$ cat src/core/comparator_map.vh
`ifndef COMPARATOR_MAP_VH
`define COMPARATOR_MAP_VH

// ----------------------------------------------------------------
// Register byte addresses
// ----------------------------------------------------------------
`define A_MAIN_CTRL 8'h00
`define A_START     8'h04
`define A_EVENT_CTRL 8'h08
`define A_IRQ_EN    8'h0C
`define A_IRQ_CLR   8'h10
`define A_IRQ_STAT  8'h14
`define A_STATUS    8'h18
`define A_WINCTRL   8'h1C
`define A_CFG0      8'h20
`define A_CFG1      8'h24
`define A_CFG2      8'h28
`define A_CFG3      8'h2C
`define A_SCL0      8'h30
`define A_SCL1      8'h34
`define A_SCL2      8'h38
`define A_SCL3      8'h3C

// ----------------------------------------------------------------
// Field positions
// ----------------------------------------------------------------
`define F_SOFT_RST  0
`define F_ENABLE    1
`define C_EN        0
`define C_SINGLE    1
`define C_ISEL      3:2
`define C_SPEED     4
`define C_HYST      5
`define C_OUTEN     6
`define C_OUTSYNC   7
`define C_MUXNEG    10:8
`define C_MUXPOS    13:12
`define C_FILT      15:14
`define W_EN        0
`define W_COND      2:1
`define W1_EN       4
`define W1_COND     6:5

// ----------------------------------------------------------------
// Reset values and encodings
// ----------------------------------------------------------------
`define CFG_RST     16'h0000
`define SCL_RST     6'h00
`define EV_RST      6'h00
`define ISEL_TOG    2'h0
`define ISEL_RISE   2'h1
`define ISEL_FALL   2'h2
`define ISEL_EOC    2'h3
`define FILT_MAJ3   2'h1
`define FILT_MAJ5   2'h2
`define WST_ABOVE   2'h0
`define WST_INSIDE  2'h1
`define WST_BELOW   2'h2
`define WC_OUTSIDE  2'h3

// ----------------------------------------------------------------
// Timing
// ----------------------------------------------------------------
`define SETTLE_NS   1000
`define CLK_MHZ     200

`endif

$ cat src/core/analog_comparator_control.v
`timescale 1ns/100ps
`include "comparator_map.vh"

module analog_comparator_control
(
   input  wire        mclk_in,
   input  wire        rst_n_in,
   input  wire [7:0]  addr_in,
   input  wire [31:0] wdata_in,
   input  wire        wr_in,
   input  wire        rd_in,
   output reg  [31:0] rdata_out,
   input  wire        wp_in,
   input  wire        dbg_in,
   input  wire [3:0]  cmp_raw_in,
   output wire [3:0]  cmp_en_out,
   output wire [3:0]  hyst_out,
   output wire [3:0]  speed_out,
   output wire [7:0]  muxpos_out,
   output wire [11:0] muxneg_out,
   output wire [23:0] scaler_out,
   output wire [3:0]  pin_out,
   output wire [3:0]  pin_oe_out,
   output reg  [5:0]  event_out,
   output wire        irq_out
);

   // Settle time rounded up to whole clocks; the counter holds at most 255.
   localparam integer SETTLE_FULL = (`SETTLE_NS * `CLK_MHZ + 999) / 1000;
   localparam [7:0]   SETTLE_CYC  = SETTLE_FULL[7:0];

   reg         enable_reg;
   reg  [5:0]  event_control_register_reg;
   reg  [5:0]  irq_en_reg;
   reg  [5:0]  irq_stat_reg;
   reg  [6:0]  winctrl_reg;
   reg  [15:0] cfg_reg [0:3];
   reg  [5:0]  scl_reg [0:3];
   reg  [3:0]  sync1_reg;
   reg  [3:0]  sync2_reg;
   wire [3:0]  win_st;
   wire [3:0]  result;
   wire [3:0]  cmp_irq;
   wire [3:0]  cmp_chg;
   wire [3:0]  busy;
   wire        wr_ok;
   wire        soft_rst;
   wire        clr;
   wire [5:0]  irq_set;
   wire [1:0]  win_irq;
   wire [1:0]  win_chg;
   wire [1:0]  win_on;
   integer     i;

   // ------------------------------------------------------------
   // Bus write qualification
   // ------------------------------------------------------------

   // Protected writes are dropped unless the debugger issues them.
   // debugger bypasses protection
   assign wr_ok = wr_in & (~wp_in | dbg_in);

   // Soft reset acts through the same synchronous clear as the pin.
   // soft reset clear
   assign soft_rst = wr_ok & (addr_in == `A_MAIN_CTRL) & wdata_in[`F_SOFT_RST];
   assign clr      = ~rst_n_in | soft_rst;

   // ------------------------------------------------------------
   // Control registers
   // ------------------------------------------------------------

   // Register writes; the soft reset bit itself is never stored.
   always @(posedge mclk_in)
   begin
      if (clr)
      begin
         enable_reg  <= 1'b0;
         event_control_register_reg  <= `EV_RST;
         irq_en_reg  <= 6'h00;
         winctrl_reg <= 7'h00;
         for (i = 0; i < 4; i = i + 1)
         begin
            cfg_reg[i] <= `CFG_RST;
            scl_reg[i] <= `SCL_RST;
         end
      end
      else if (wr_ok)
      begin
         if (addr_in == `A_MAIN_CTRL)
            enable_reg <= wdata_in[`F_ENABLE];
         if (addr_in == `A_EVENT_CTRL && !enable_reg)
            event_control_register_reg <= wdata_in[5:0];
         if (addr_in == `A_IRQ_EN)
            irq_en_reg <= wdata_in[5:0];
         if (addr_in == `A_WINCTRL)
            winctrl_reg <= wdata_in[6:0];
         for (i = 0; i < 4; i = i + 1)
         begin
            if (addr_in == `A_CFG0 + 8'h04 * i[7:0])
            begin
               if (cfg_reg[i][`C_EN])
                  cfg_reg[i][`C_EN] <= wdata_in[`C_EN];
               else
                  cfg_reg[i] <= wdata_in[15:0];
            end
            if (addr_in == `A_SCL0 + 8'h04 * i[7:0] && !cfg_reg[i][`C_EN])
               scl_reg[i] <= wdata_in[5:0];
         end
      end
   end

   // ------------------------------------------------------------
   // Input synchroniser
   // ------------------------------------------------------------

   // Analog results are asynchronous; sync2 feeds all logic except the async pin path, which uses cmp_raw_in.
   always @(posedge mclk_in)
   begin
      if (clr)
      begin
         sync1_reg <= 4'h0;
         sync2_reg <= 4'h0;
      end
      else
      begin
         sync1_reg <= cmp_raw_in;
         sync2_reg <= sync1_reg;
      end
   end

   // ------------------------------------------------------------
   // Per-comparator datapath
   // ------------------------------------------------------------

   genvar g;
   generate
      for (g = 0; g < 4; g = g + 1)
      begin : comp
         reg  [4:0] hist_reg;
         reg        res_reg;
         reg        busy_reg;
         reg  [7:0] cnt_reg;
         reg        filt;
         wire       en;
         wire       start;
         wire       upd;

         assign en = enable_reg & cfg_reg[g][`C_EN];
         assign start = wr_ok & (addr_in == `A_START) & wdata_in[g];
         // Single shot waits the settle time before sampling.
         // single-shot versus continuous
         assign upd = en & (cfg_reg[g][`C_SINGLE] ?
                            (busy_reg & (cnt_reg == 8'h00)) : 1'b1);

         // Majority vote over recent samples; history restarts on enable,
         // so the first few filtered values lean toward zero.
         // optional majority filter
         always @*
         begin
            case (cfg_reg[g][`C_FILT])
               `FILT_MAJ3:
                  filt = (hist_reg[0] & hist_reg[1]) | (hist_reg[0] & hist_reg[2]) |
                         (hist_reg[1] & hist_reg[2]);
               `FILT_MAJ5:
                  filt = ({2'b00, hist_reg[0]} + {2'b00, hist_reg[1]} +
                          {2'b00, hist_reg[2]} + {2'b00, hist_reg[3]} +
                          {2'b00, hist_reg[4]}) >= 3'd3;
               default:
                  filt = hist_reg[0];
            endcase
         end

         // Result, filter history and single-shot counter.
         always @(posedge mclk_in)
         begin
            if (clr || !en)
            begin
               hist_reg <= 5'h00;
               res_reg  <= 1'b0;
               busy_reg <= 1'b0;
               cnt_reg  <= 8'h00;
            end
            else
            begin
               hist_reg <= {hist_reg[3:0], sync2_reg[g]};
               if (upd)
                  res_reg <= filt;
               if (start && !busy_reg)
               begin
                  busy_reg <= 1'b1;
                  cnt_reg  <= SETTLE_CYC;
               end
               else if (busy_reg)
               begin
                  if (cnt_reg == 8'h00)
                     busy_reg <= 1'b0;
                  else
                     cnt_reg <= cnt_reg - 8'h01;
               end
            end
         end

         assign result[g]  = res_reg;
         assign busy[g]    = busy_reg;
         assign cmp_chg[g] = upd & (filt != res_reg);

         assign cmp_irq[g] =
            (cfg_reg[g][`C_ISEL] == `ISEL_RISE) ? (upd & filt & ~res_reg) :
            (cfg_reg[g][`C_ISEL] == `ISEL_FALL) ? (upd & ~filt & res_reg) :
            (cfg_reg[g][`C_ISEL] == `ISEL_EOC)  ? (upd & cfg_reg[g][`C_SINGLE]) :
                                                  cmp_chg[g];

         // Async mode bypasses the clock entirely for lowest latency.
         // async or sync pin
         assign pin_out[g] = ~cfg_reg[g][`C_OUTEN] ? 1'b0 :
                             cfg_reg[g][`C_OUTSYNC] ? res_reg :
                             (cmp_raw_in[g] & en);
         assign pin_oe_out[g] = cfg_reg[g][`C_OUTEN];

         // Analog controls come straight from the config flops.
         // hysteresis and speed
         assign cmp_en_out[g]        = en;
         assign hyst_out[g]          = cfg_reg[g][`C_HYST];
         assign speed_out[g]         = cfg_reg[g][`C_SPEED];
         assign muxpos_out[2*g+1:2*g] = cfg_reg[g][`C_MUXPOS];
         // negative input select
         // Codes above three pick internal references, decoded on the analog side.
         assign muxneg_out[3*g+2:3*g] = cfg_reg[g][`C_MUXNEG];
         assign scaler_out[6*g+5:6*g] = scl_reg[g];
      end
   endgenerate

   // ------------------------------------------------------------
   // Window function
   // ------------------------------------------------------------

   // The even comparator marks the upper bound, the odd one the lower.
   genvar p;
   generate
      for (p = 0; p < 2; p = p + 1)
      begin : win
         reg  [1:0] nst;
         reg  [1:0] st_reg;
         wire [1:0] cond;

         assign win_on[p] = enable_reg & winctrl_reg[4*p];
         assign cond      = winctrl_reg[4*p+2:4*p+1];

         always @*
         begin
            if (result[2*p])
               nst = `WST_ABOVE;
            else if (!result[2*p+1])
               nst = `WST_BELOW;
            else
               nst = `WST_INSIDE;
         end

         always @(posedge mclk_in)
         begin
            if (clr || !win_on[p])
               st_reg <= `WST_INSIDE;
            else
               st_reg <= nst;
         end

         // Each pair owns its state flops, so no array has two writers.
         assign win_st[2*p+1:2*p] = st_reg;

         // Interrupt fires on entry into the selected region.
         // window region interrupt
         assign win_irq[p] = win_on[p] & (nst != st_reg) &
            ((cond == `WC_OUTSIDE) ? (nst != `WST_INSIDE) : (nst == cond));
         assign win_chg[p] = win_on[p] &
            ((nst == `WST_INSIDE) != (st_reg == `WST_INSIDE));
      end
   endgenerate

   // ------------------------------------------------------------
   // Events and interrupts
   // ------------------------------------------------------------

   // Window bits sit above the four comparator bits.
   assign irq_set = {win_irq, cmp_irq};

   // Sticky status; a new event beats a clear in the same cycle.
   always @(posedge mclk_in)
   begin
      if (clr)
         irq_stat_reg <= 6'h00;
      else if (wr_ok && addr_in == `A_IRQ_CLR)
         irq_stat_reg <= (irq_stat_reg & ~wdata_in[5:0]) | irq_set;
      else
         irq_stat_reg <= irq_stat_reg | irq_set;
   end

   // Level output; it drops once every enabled status bit is cleared.
   assign irq_out = |(irq_stat_reg & irq_en_reg);

   // One-cycle event pulses, registered so the outputs are clean.
   // gated event pulses
   always @(posedge mclk_in)
   begin
      if (clr)
         event_out <= 6'h00;
      else
         event_out <= {win_chg, cmp_chg} & event_control_register_reg;
   end

   // ------------------------------------------------------------
   // Read port
   // ------------------------------------------------------------

   // Data appear in the cycle after the strobe; unmapped reads are zero.
   always @(posedge mclk_in)
   begin
      if (clr)
         rdata_out <= 32'h0000_0000;
      else if (!rd_in)
         rdata_out <= 32'h0000_0000;
      else
      begin
         case (addr_in)
            `A_MAIN_CTRL:  rdata_out <= {30'h0000_0000, enable_reg, 1'b0};
            `A_EVENT_CTRL: rdata_out <= {26'h000_0000, event_control_register_reg};
            `A_IRQ_EN:   rdata_out <= {26'h000_0000, irq_en_reg};
            `A_IRQ_STAT: rdata_out <= {26'h000_0000, irq_stat_reg};
            `A_STATUS:   rdata_out <= {16'h0000, 4'h0, win_st,
                                       busy, result};
            `A_WINCTRL:  rdata_out <= {25'h000_0000, winctrl_reg};
            `A_CFG0:     rdata_out <= {16'h0000, cfg_reg[0]};
            `A_CFG1:     rdata_out <= {16'h0000, cfg_reg[1]};
            `A_CFG2:     rdata_out <= {16'h0000, cfg_reg[2]};
            `A_CFG3:     rdata_out <= {16'h0000, cfg_reg[3]};
            `A_SCL0:     rdata_out <= {26'h000_0000, scl_reg[0]};
            `A_SCL1:     rdata_out <= {26'h000_0000, scl_reg[1]};
            `A_SCL2:     rdata_out <= {26'h000_0000, scl_reg[2]};
            `A_SCL3:     rdata_out <= {26'h000_0000, scl_reg[3]};
            default:     rdata_out <= 32'h0000_0000;
         endcase
      end
   end

endmodule // analog_comparator_control

$ cat config.mk
export PLATFORM = sky130hd
export DESIGN_NAME = analog_comparator_control
export DESIGN_NICKNAME = d
export VERILOG_FILES = /design/src/core/analog_comparator_control.v
export VERILOG_INCLUDE_DIRS = /design/src /design/src/core
export SDC_FILE = /design/constraint.sdc
export NUM_CORES = 1
export LEC_CHECK = 0
export BUFFER_PORTS_ARGS = -buffer_cell sky130_fd_sc_hd__buf_2
export CAP_MARGIN = 20
export CELL_PAD_IN_SITES_DETAIL_PLACEMENT = 0
export CELL_PAD_IN_SITES_GLOBAL_PLACEMENT = 2
export CORE_MARGIN = 10
export CORE_UTILIZATION = 39
export CTS_CLUSTER_DIAMETER = 200
export DETAILED_ROUTE_END_ITERATION = 16
export PLACE_DENSITY_LB_ADDON = 0.25
export SYNTH_ARGS = -nofsm -noshare
export SYNTH_HDL_FRONTEND = slang
export SYNTH_SLANG_ARGS = --single-unit
$ cat constraint.sdc
create_clock -name mclk_in -period 4.7 [get_ports mclk_in]
set_input_delay 0.235 -clock mclk_in [delete_from_list [all_inputs] [get_ports mclk_in]]
set_output_delay 0.235 -clock mclk_in [all_outputs]
set_load 0.01 [all_outputs]
==> results.cfg, run 1 <==
[timing]
fmax_mhz = 354
rsz0062_at_grt = no
worst_pin_slew_ps = 1080
final-hold-violation-count = 0
clock-skew-final_ps = 9.79
slew_violations = 0
fin_crit_ps = 2820
relSlewSlack_pct = 28.0
setup_violations = 0
min_period_over_period_pct = 60.0
fin_tns_setup_ps = 0

[clock_network]
cts_tree = built
h-tree-depth = 1
cts_sinks = 208
clkSlewWorstSetupHoldPaths_ps = 60
clkLatencyLatePin_ps = 540
cts_root_buf = clkbuf_16
cts-buffers-inserted = 25
clock_path_buffers = 3

[place]
port-buffer-count = 120
dp.cells = 1395
routabilityCongestion = 0.863
dpl_cell_area_sq_um = 11000
dp_hpwl_um = 23200

[finish]
largest_reg_flops = 64
layout-drive-gt1-share_pct = 18.8
nets = 1176
area_delta_synth_final_pct = 16.2
final_area_sq_um = 12000
fin_cells = 1453
final_util_pct = 46.1

[global_routing]
grt_pass1_vias = 7876
grtUsageTotal_pct = 18.7
grt_max_degree = 24
antenna_found_initial = 2
grt_pass1_wl_um = 48600
gr-total-overflow = 0

[logic_synthesis]
async_reset_ff_share_pct = 0
synth_top_area_share_pct = 25.7
synthFlopType = dfxtp_1
synth_edf_count = 88
synth.area.top_cells = edfxtp_1 (26%), dfxtp_1 (23%), and2_1 (6.2%), buf_4 (3.9%), nor2_1 (2.8%)
synth.most_common_cell = dfxtp_1
synth_seq_cells = 208
synth_cell_types = 79
avgSynthCellArea_sq_um = 10.2
syn-instance-count = 1009
netlist.top_cell.by_area = edfxtp_1
synth_area_sq_um = 10300
synth.yosys.seq_area_share_pct = 49.0
netlist_top_cells_count = dfxtp_1 (120), and2_1 (102), edfxtp_1 (88)
yosysWarnings = 0

[power]
p_per_area_nw_per_um2 = 349
switchingPower_mw = 0.948
p_clk_share_pct = 49.5
intPower_mw = 3.23
p_comb_share_pct = 4.4
p_sw_share_pct = 22.7
leakagePower_nw = 4.62
power_frac_seq_pct = 46.1
peakVddDrop_v = 0.000267

[die]
floorplan.initialDensity_pct = 39.6
die-area_sq_um = 33300
core_area_sq_um = 26000
io_pins = 153
die_w_um = 182
fp.dieH_um = 182
rows = 59

[worst_setup_path]
crit_type = reg2reg
reg2reg_depth = 7
r2r_start = comp[3].hist_reg[0]
start_kind = flop
cp-end-kind = flop
cpMostUsedCell = fa_1
critPathCapture = irq_stat_reg[3]
critPathLaunch = comp[3].hist_reg[0]
reg2reg_slack_ps = 1880
cp_max_fo = 3
worst_ep_required_time_ps = 5130
arrival_ps = 3250
cp_cell_sequence = inv_1 > fa_1 > fa_1 > nand3b_1 > a32oi_1 > mux2_2 > a32o_1
critPathMaxStageDelay_ps = 560
cpMaxStageDelayCell = fa_1
reg2reg_to = irq_stat_reg[3]

[route]
wl_met1_um = 14500
dr.max_layer_used = met4
drc_errors = 0
drtIter0Drc = 625
wl_met2_um = 15100
first_pass_iters = 6
wirelength_um = 32400
wl_met3_um = 1960
vias = 7759
wl_per_cell_um = 22.3
viasPerCell = 5.34
postRouteAntennaNets = 0

[worst_hold_path]
min_path_type = in2reg
holdPathStages = 3

[run]
maxCapViolCount = 0

[outcome]
outcome = complete, no violations
## final cells by class
type                            count  area (sq um)
Clock buffer                       38           786
Fill cell                        2549         14000
Sequential cell                   208          5040
Multi-Input combinational cell    664          4570
Antenna cell                        1          2.50
Inverter                           54           203
Clock inverter                      8           110
Tap cell                          335           419
Timing Repair Buffer              145           836
## stage by stage
step	hold WS (ps)	total power, mW	worst slack (ps)
after floorplan	357	2.07	2030
after global placement	409	2.14	1500
after detailed placement	412	2.14	1540
after CTS	1.39	4.21	1870
after global routing	32.1	4.30	1670
final	18.7	4.18	1880
## cells in the final DEF, fill, tap and decap left out, types with 15 or more instances in the layout
master / Yosys / routed
nor3_1: 15 / 15
mux2i_1: 26 / 26
inv_1: 53 / 53
ha_1: 20 / 20
and2_1: 102 / 102
dfxtp_1: 120 / 120
a22oi_1: 22 / 22
nand2_1: 65 / 65
nor2_1: 76 / 76
edfxtp_1: 88 / 88
nand3_1: 26 / 26
buf_2: 18 / 120
conb_1: 1 / 16
a21oi_1: 42 / 42
clkbuf_16: 0 / 28
xnor2_1: 18 / 18
o21ai_0: 25 / 25
## layer usage
| layer | global-route usage, % | up-vias |
|---|---|---|
| met5 | 0 | - |
| met4 | 5.14 | 0 |
| met3 | 3.62 | 53 |
| met2 | 30.9 | 252 |
| met1 | 24.4 | 3758 |
| li1 | - | 3696 |
## worst max-delay path: cells and delay by family, from the launching register on
| kind | cells | cell delay [ps] |
|---|---|---|
| AO/OA/AOI/OAI | 2 | 690 |
| adder cells (fa/ha/maj) | 2 | 990 |
| buffers and inverters | 1 | 100 |
| flip-flops | 1 | 360 |
| multiplexers | 1 | 400 |
| AND/OR/NAND/NOR | 1 | 170 |
## kinds of logic (layout without fill, tap and decap cells)
family	Yosys count	after routing	share of synthesized area, %
adders and majority gates	28	28	3.99
AOI/OAI and AO/OA	177	177	12.1
buffers and inverters	152	245	7.74
muxes	34	34	3.62
DFF	208	208	49.0
and+or+nand+nor	379	379	21.0
xor gates and xnor gates	30	30	2.55
other	1	17	0.0364
## power by group through the flow
stage | Sequential (mW) | Combinational [mW] | Clock, mW
finish | 1.93 | 0.183 | 2.07
global route | 1.93 | 0.195 | 2.17
CTS | 1.93 | 0.182 | 2.10
detailed placement | 1.97 | 0.175 | 0
global placement | 1.97 | 0.171 | 0
floorplan | 1.96 | 0.111 | 0
## timing repair
item / CTS / global route
gates resized for setup: 0 / 0
hold buffers: 11 / 0
buffers inserted: 0 / 0
endpoints found under the setup margin: 0 / 0
hold endpoints to repair: 28 / 0
## how the worst min path moves through the flow
stage,startpoint,endpoint,slack [ps]
after detailed placement,sync1_reg[0],sync2_reg[0],410
final,wdata_in[6],winctrl_reg[6],20
after CTS,wdata_in[6],winctrl_reg[6],1
after global placement,sync2_reg[2],comp[2].hist_reg[0],410
after global routing,wdata_in[14],cfg_reg[3][14],30
after floorplan,cmp_raw_in[0],sync1_reg[0],360
No activity file was read; power rests on OpenSTA's default activity.
==> run 2, diff against run 1 <==
Settings changed: CORE_UTILIZATION 39 to 37.
Clock period 4.7 ns to 2.9 ns, I/O delays scaled along.
==> run 2 against run 1 <==
  * Final area increased by 1.7%
  * Largest cell class unchanged
  * Global-route usage fell by 0.31 points
  * Wire length up 2.3%
  * First-iteration DRC count is 2.6% lower
  * Sequential cell count did not move
  * Die area grew 4.8%
  * Worst setup slack lost 1700 ps
  * Maximum frequency is 3.1% higher
  * Clock skew grew 4.2 ps
  * Critical path depth increased by 3
  * Combinational power increased by 68%
==> results.cfg, run 2 (same netlist as run 1, synthesis figures left out) <==
[finish]
diodes = 0
largest_reg_flops = 64
nets = 1206
layout-drive-gt1-share_pct = 20.2
layout_common_cells = dfxtp_1 (120), buf_2 (120), and2_1 (102), edfxtp_1 (88), nor2_1 (76)
final_util_pct = 44.1
seq_area_sq_um = 5040
multi_input_area_sq_um = 4550
fill_cells = 2764
area_delta_synth_final_pct = 18.2

[worst_setup_path]
r2r_start = comp[0].hist_reg[0]
crit_type = reg2reg
reg2reg_slack_ps = 160
reg2reg_to = irq_stat_reg[0]
arrival_ps = 3190
reg2reg_depth = 10
cp_max_fo = 3
critPathLaunch = comp[0].hist_reg[0]
worst_ep_required_time_ps = 3360
start_kind = flop
cp-end-kind = flop

[global_routing]
grt_pass1_vias = 8010
antenna_found_initial = 0
grt_max_degree = 27
grt_pass1_wl_um = 50200
gr-total-overflow = 0
grtUsageTotal_pct = 18.4

[timing]
fin_tns_setup_ps = 0
setup_violations = 0
relSlewSlack_pct = 30.3
final-hold-violation-count = 0
worst_pin_slew_ps = 1050
min_period_over_period_pct = 94.4
hold_ws_ps = 30.4
rsz0062_at_grt = no
fmax_mhz = 365
slew_violations = 0
clock-skew-final_ps = 14.0
fin_crit_ps = 2740

[clock_network]
cts_tree = built
cts_sinks = 208
clock_path_buffers = 3
post_cts_resized = 0
clkSlewWorstSetupHoldPaths_ps = 60
cts_root_buf = clkbuf_16
cts-buffers-inserted = 25
clkLatencyLatePin_ps = 530
h-tree-depth = 1

[power]
peakVddDrop_v = 0.000317
leakagePower_nw = 4.73
p_per_area_nw_per_um2 = 553

[die]
io_pins = 153
floorplan.initialDensity_pct = 37.3
die-area_sq_um = 34900
die_w_um = 187
fp.dieH_um = 187
core_area_sq_um = 27600
rows = 61

[place]
routabilityCongestion = 0.911
dp_hpwl_um = 24300
port-buffer-count = 120

[route]
drc_errors = 0
wl_per_cell_um = 21.7
wirelength_um = 33100
postRouteAntennaNets = 0
first_pass_iters = 6
viasPerCell = 5.21
vias = 7950
drtIter0Drc = 609

[worst_hold_path]
holdPathStages = 3
hold_start = wdata_in[4]
holdPathEnd = winctrl_reg[4]
min_path_type = in2reg

[outcome]
outcome = complete, no violations

[run]
maxCapViolCount = 0
[run 2: changes by cell type in the layout (fill, tap and decap cells not counted), sizes merged]
cell	previous run	this run
diode	1	0
dlygate4sd3	11	14
bufinv	2	5
clkbuf	38	30
buf	134	161
clkinvlp	2	1
clkinv	4	10
[run 2: critical path, cell delays in order (launching register included)]
cell	delay [ps]
dfxtp_1	350
inv_1	100
fa_1	490
fa_1	370
inv_1	60
ha_1	210
nor2b_1	130
o21a_1	170
o31ai_1	420
mux2i_1	250
o2bb2ai_1	130
[run 2: worst max-delay path by stage]
stage / endpoint
after floorplan: cfg_reg[0][10]
after global placement: irq_stat_reg[2]
after detailed placement: irq_stat_reg[0]
after CTS: irq_stat_reg[2]
after global routing: irq_stat_reg[0]
final: irq_stat_reg[0]
[run 2: cell type report]
type / count / share of cell area [%]
flip-flops and latches: 208 / 41.4
repair buffers: 175 / 8.61
inverters: 54 / 1.67
clock inverters: 16 / 1.73
multi-input cells: 664 / 37.4
well taps: 378 / 3.89
clock buffers: 30 / 5.29
[run 2: power breakdown]
group	leakage (nW)	internal (mW)	total [mW]	switching, mW
sequential	1.91	3.09	3.13	0.0395
combinational	2.41	0.102	0.307	0.205
clock	0.415	2.03	3.30	1.27
total	4.73	5.22	6.73	1.51
[run 2: metal layers]
layer	wire [um]	part of all wire, %	track usage [%]
met5	0	0	0
met4	657	2.0	5.27
met3	2090	6.3	3.26
met2	15600	47	30.0
met1	14800	45	24.5
[run 2: timing repair]
action	4_1_cts	5_1_grt
hold buffers	14	0
setup endpoints to repair	0	1
endpoints found under the hold margin	41	0
setup buffers	0	1
[run 2: through the flow]
step	setup WS, ps	instance area [sq um]	cells	power, mW
final	162	12200	1525	6.73
after global routing	13.5	12200	1525	6.95
after CTS	147	12200	1524	6.79
after detailed placement	180	11200	1464	3.48
after global placement	238	11200	1464	3.48
after floorplan	323	10400	1024	3.35
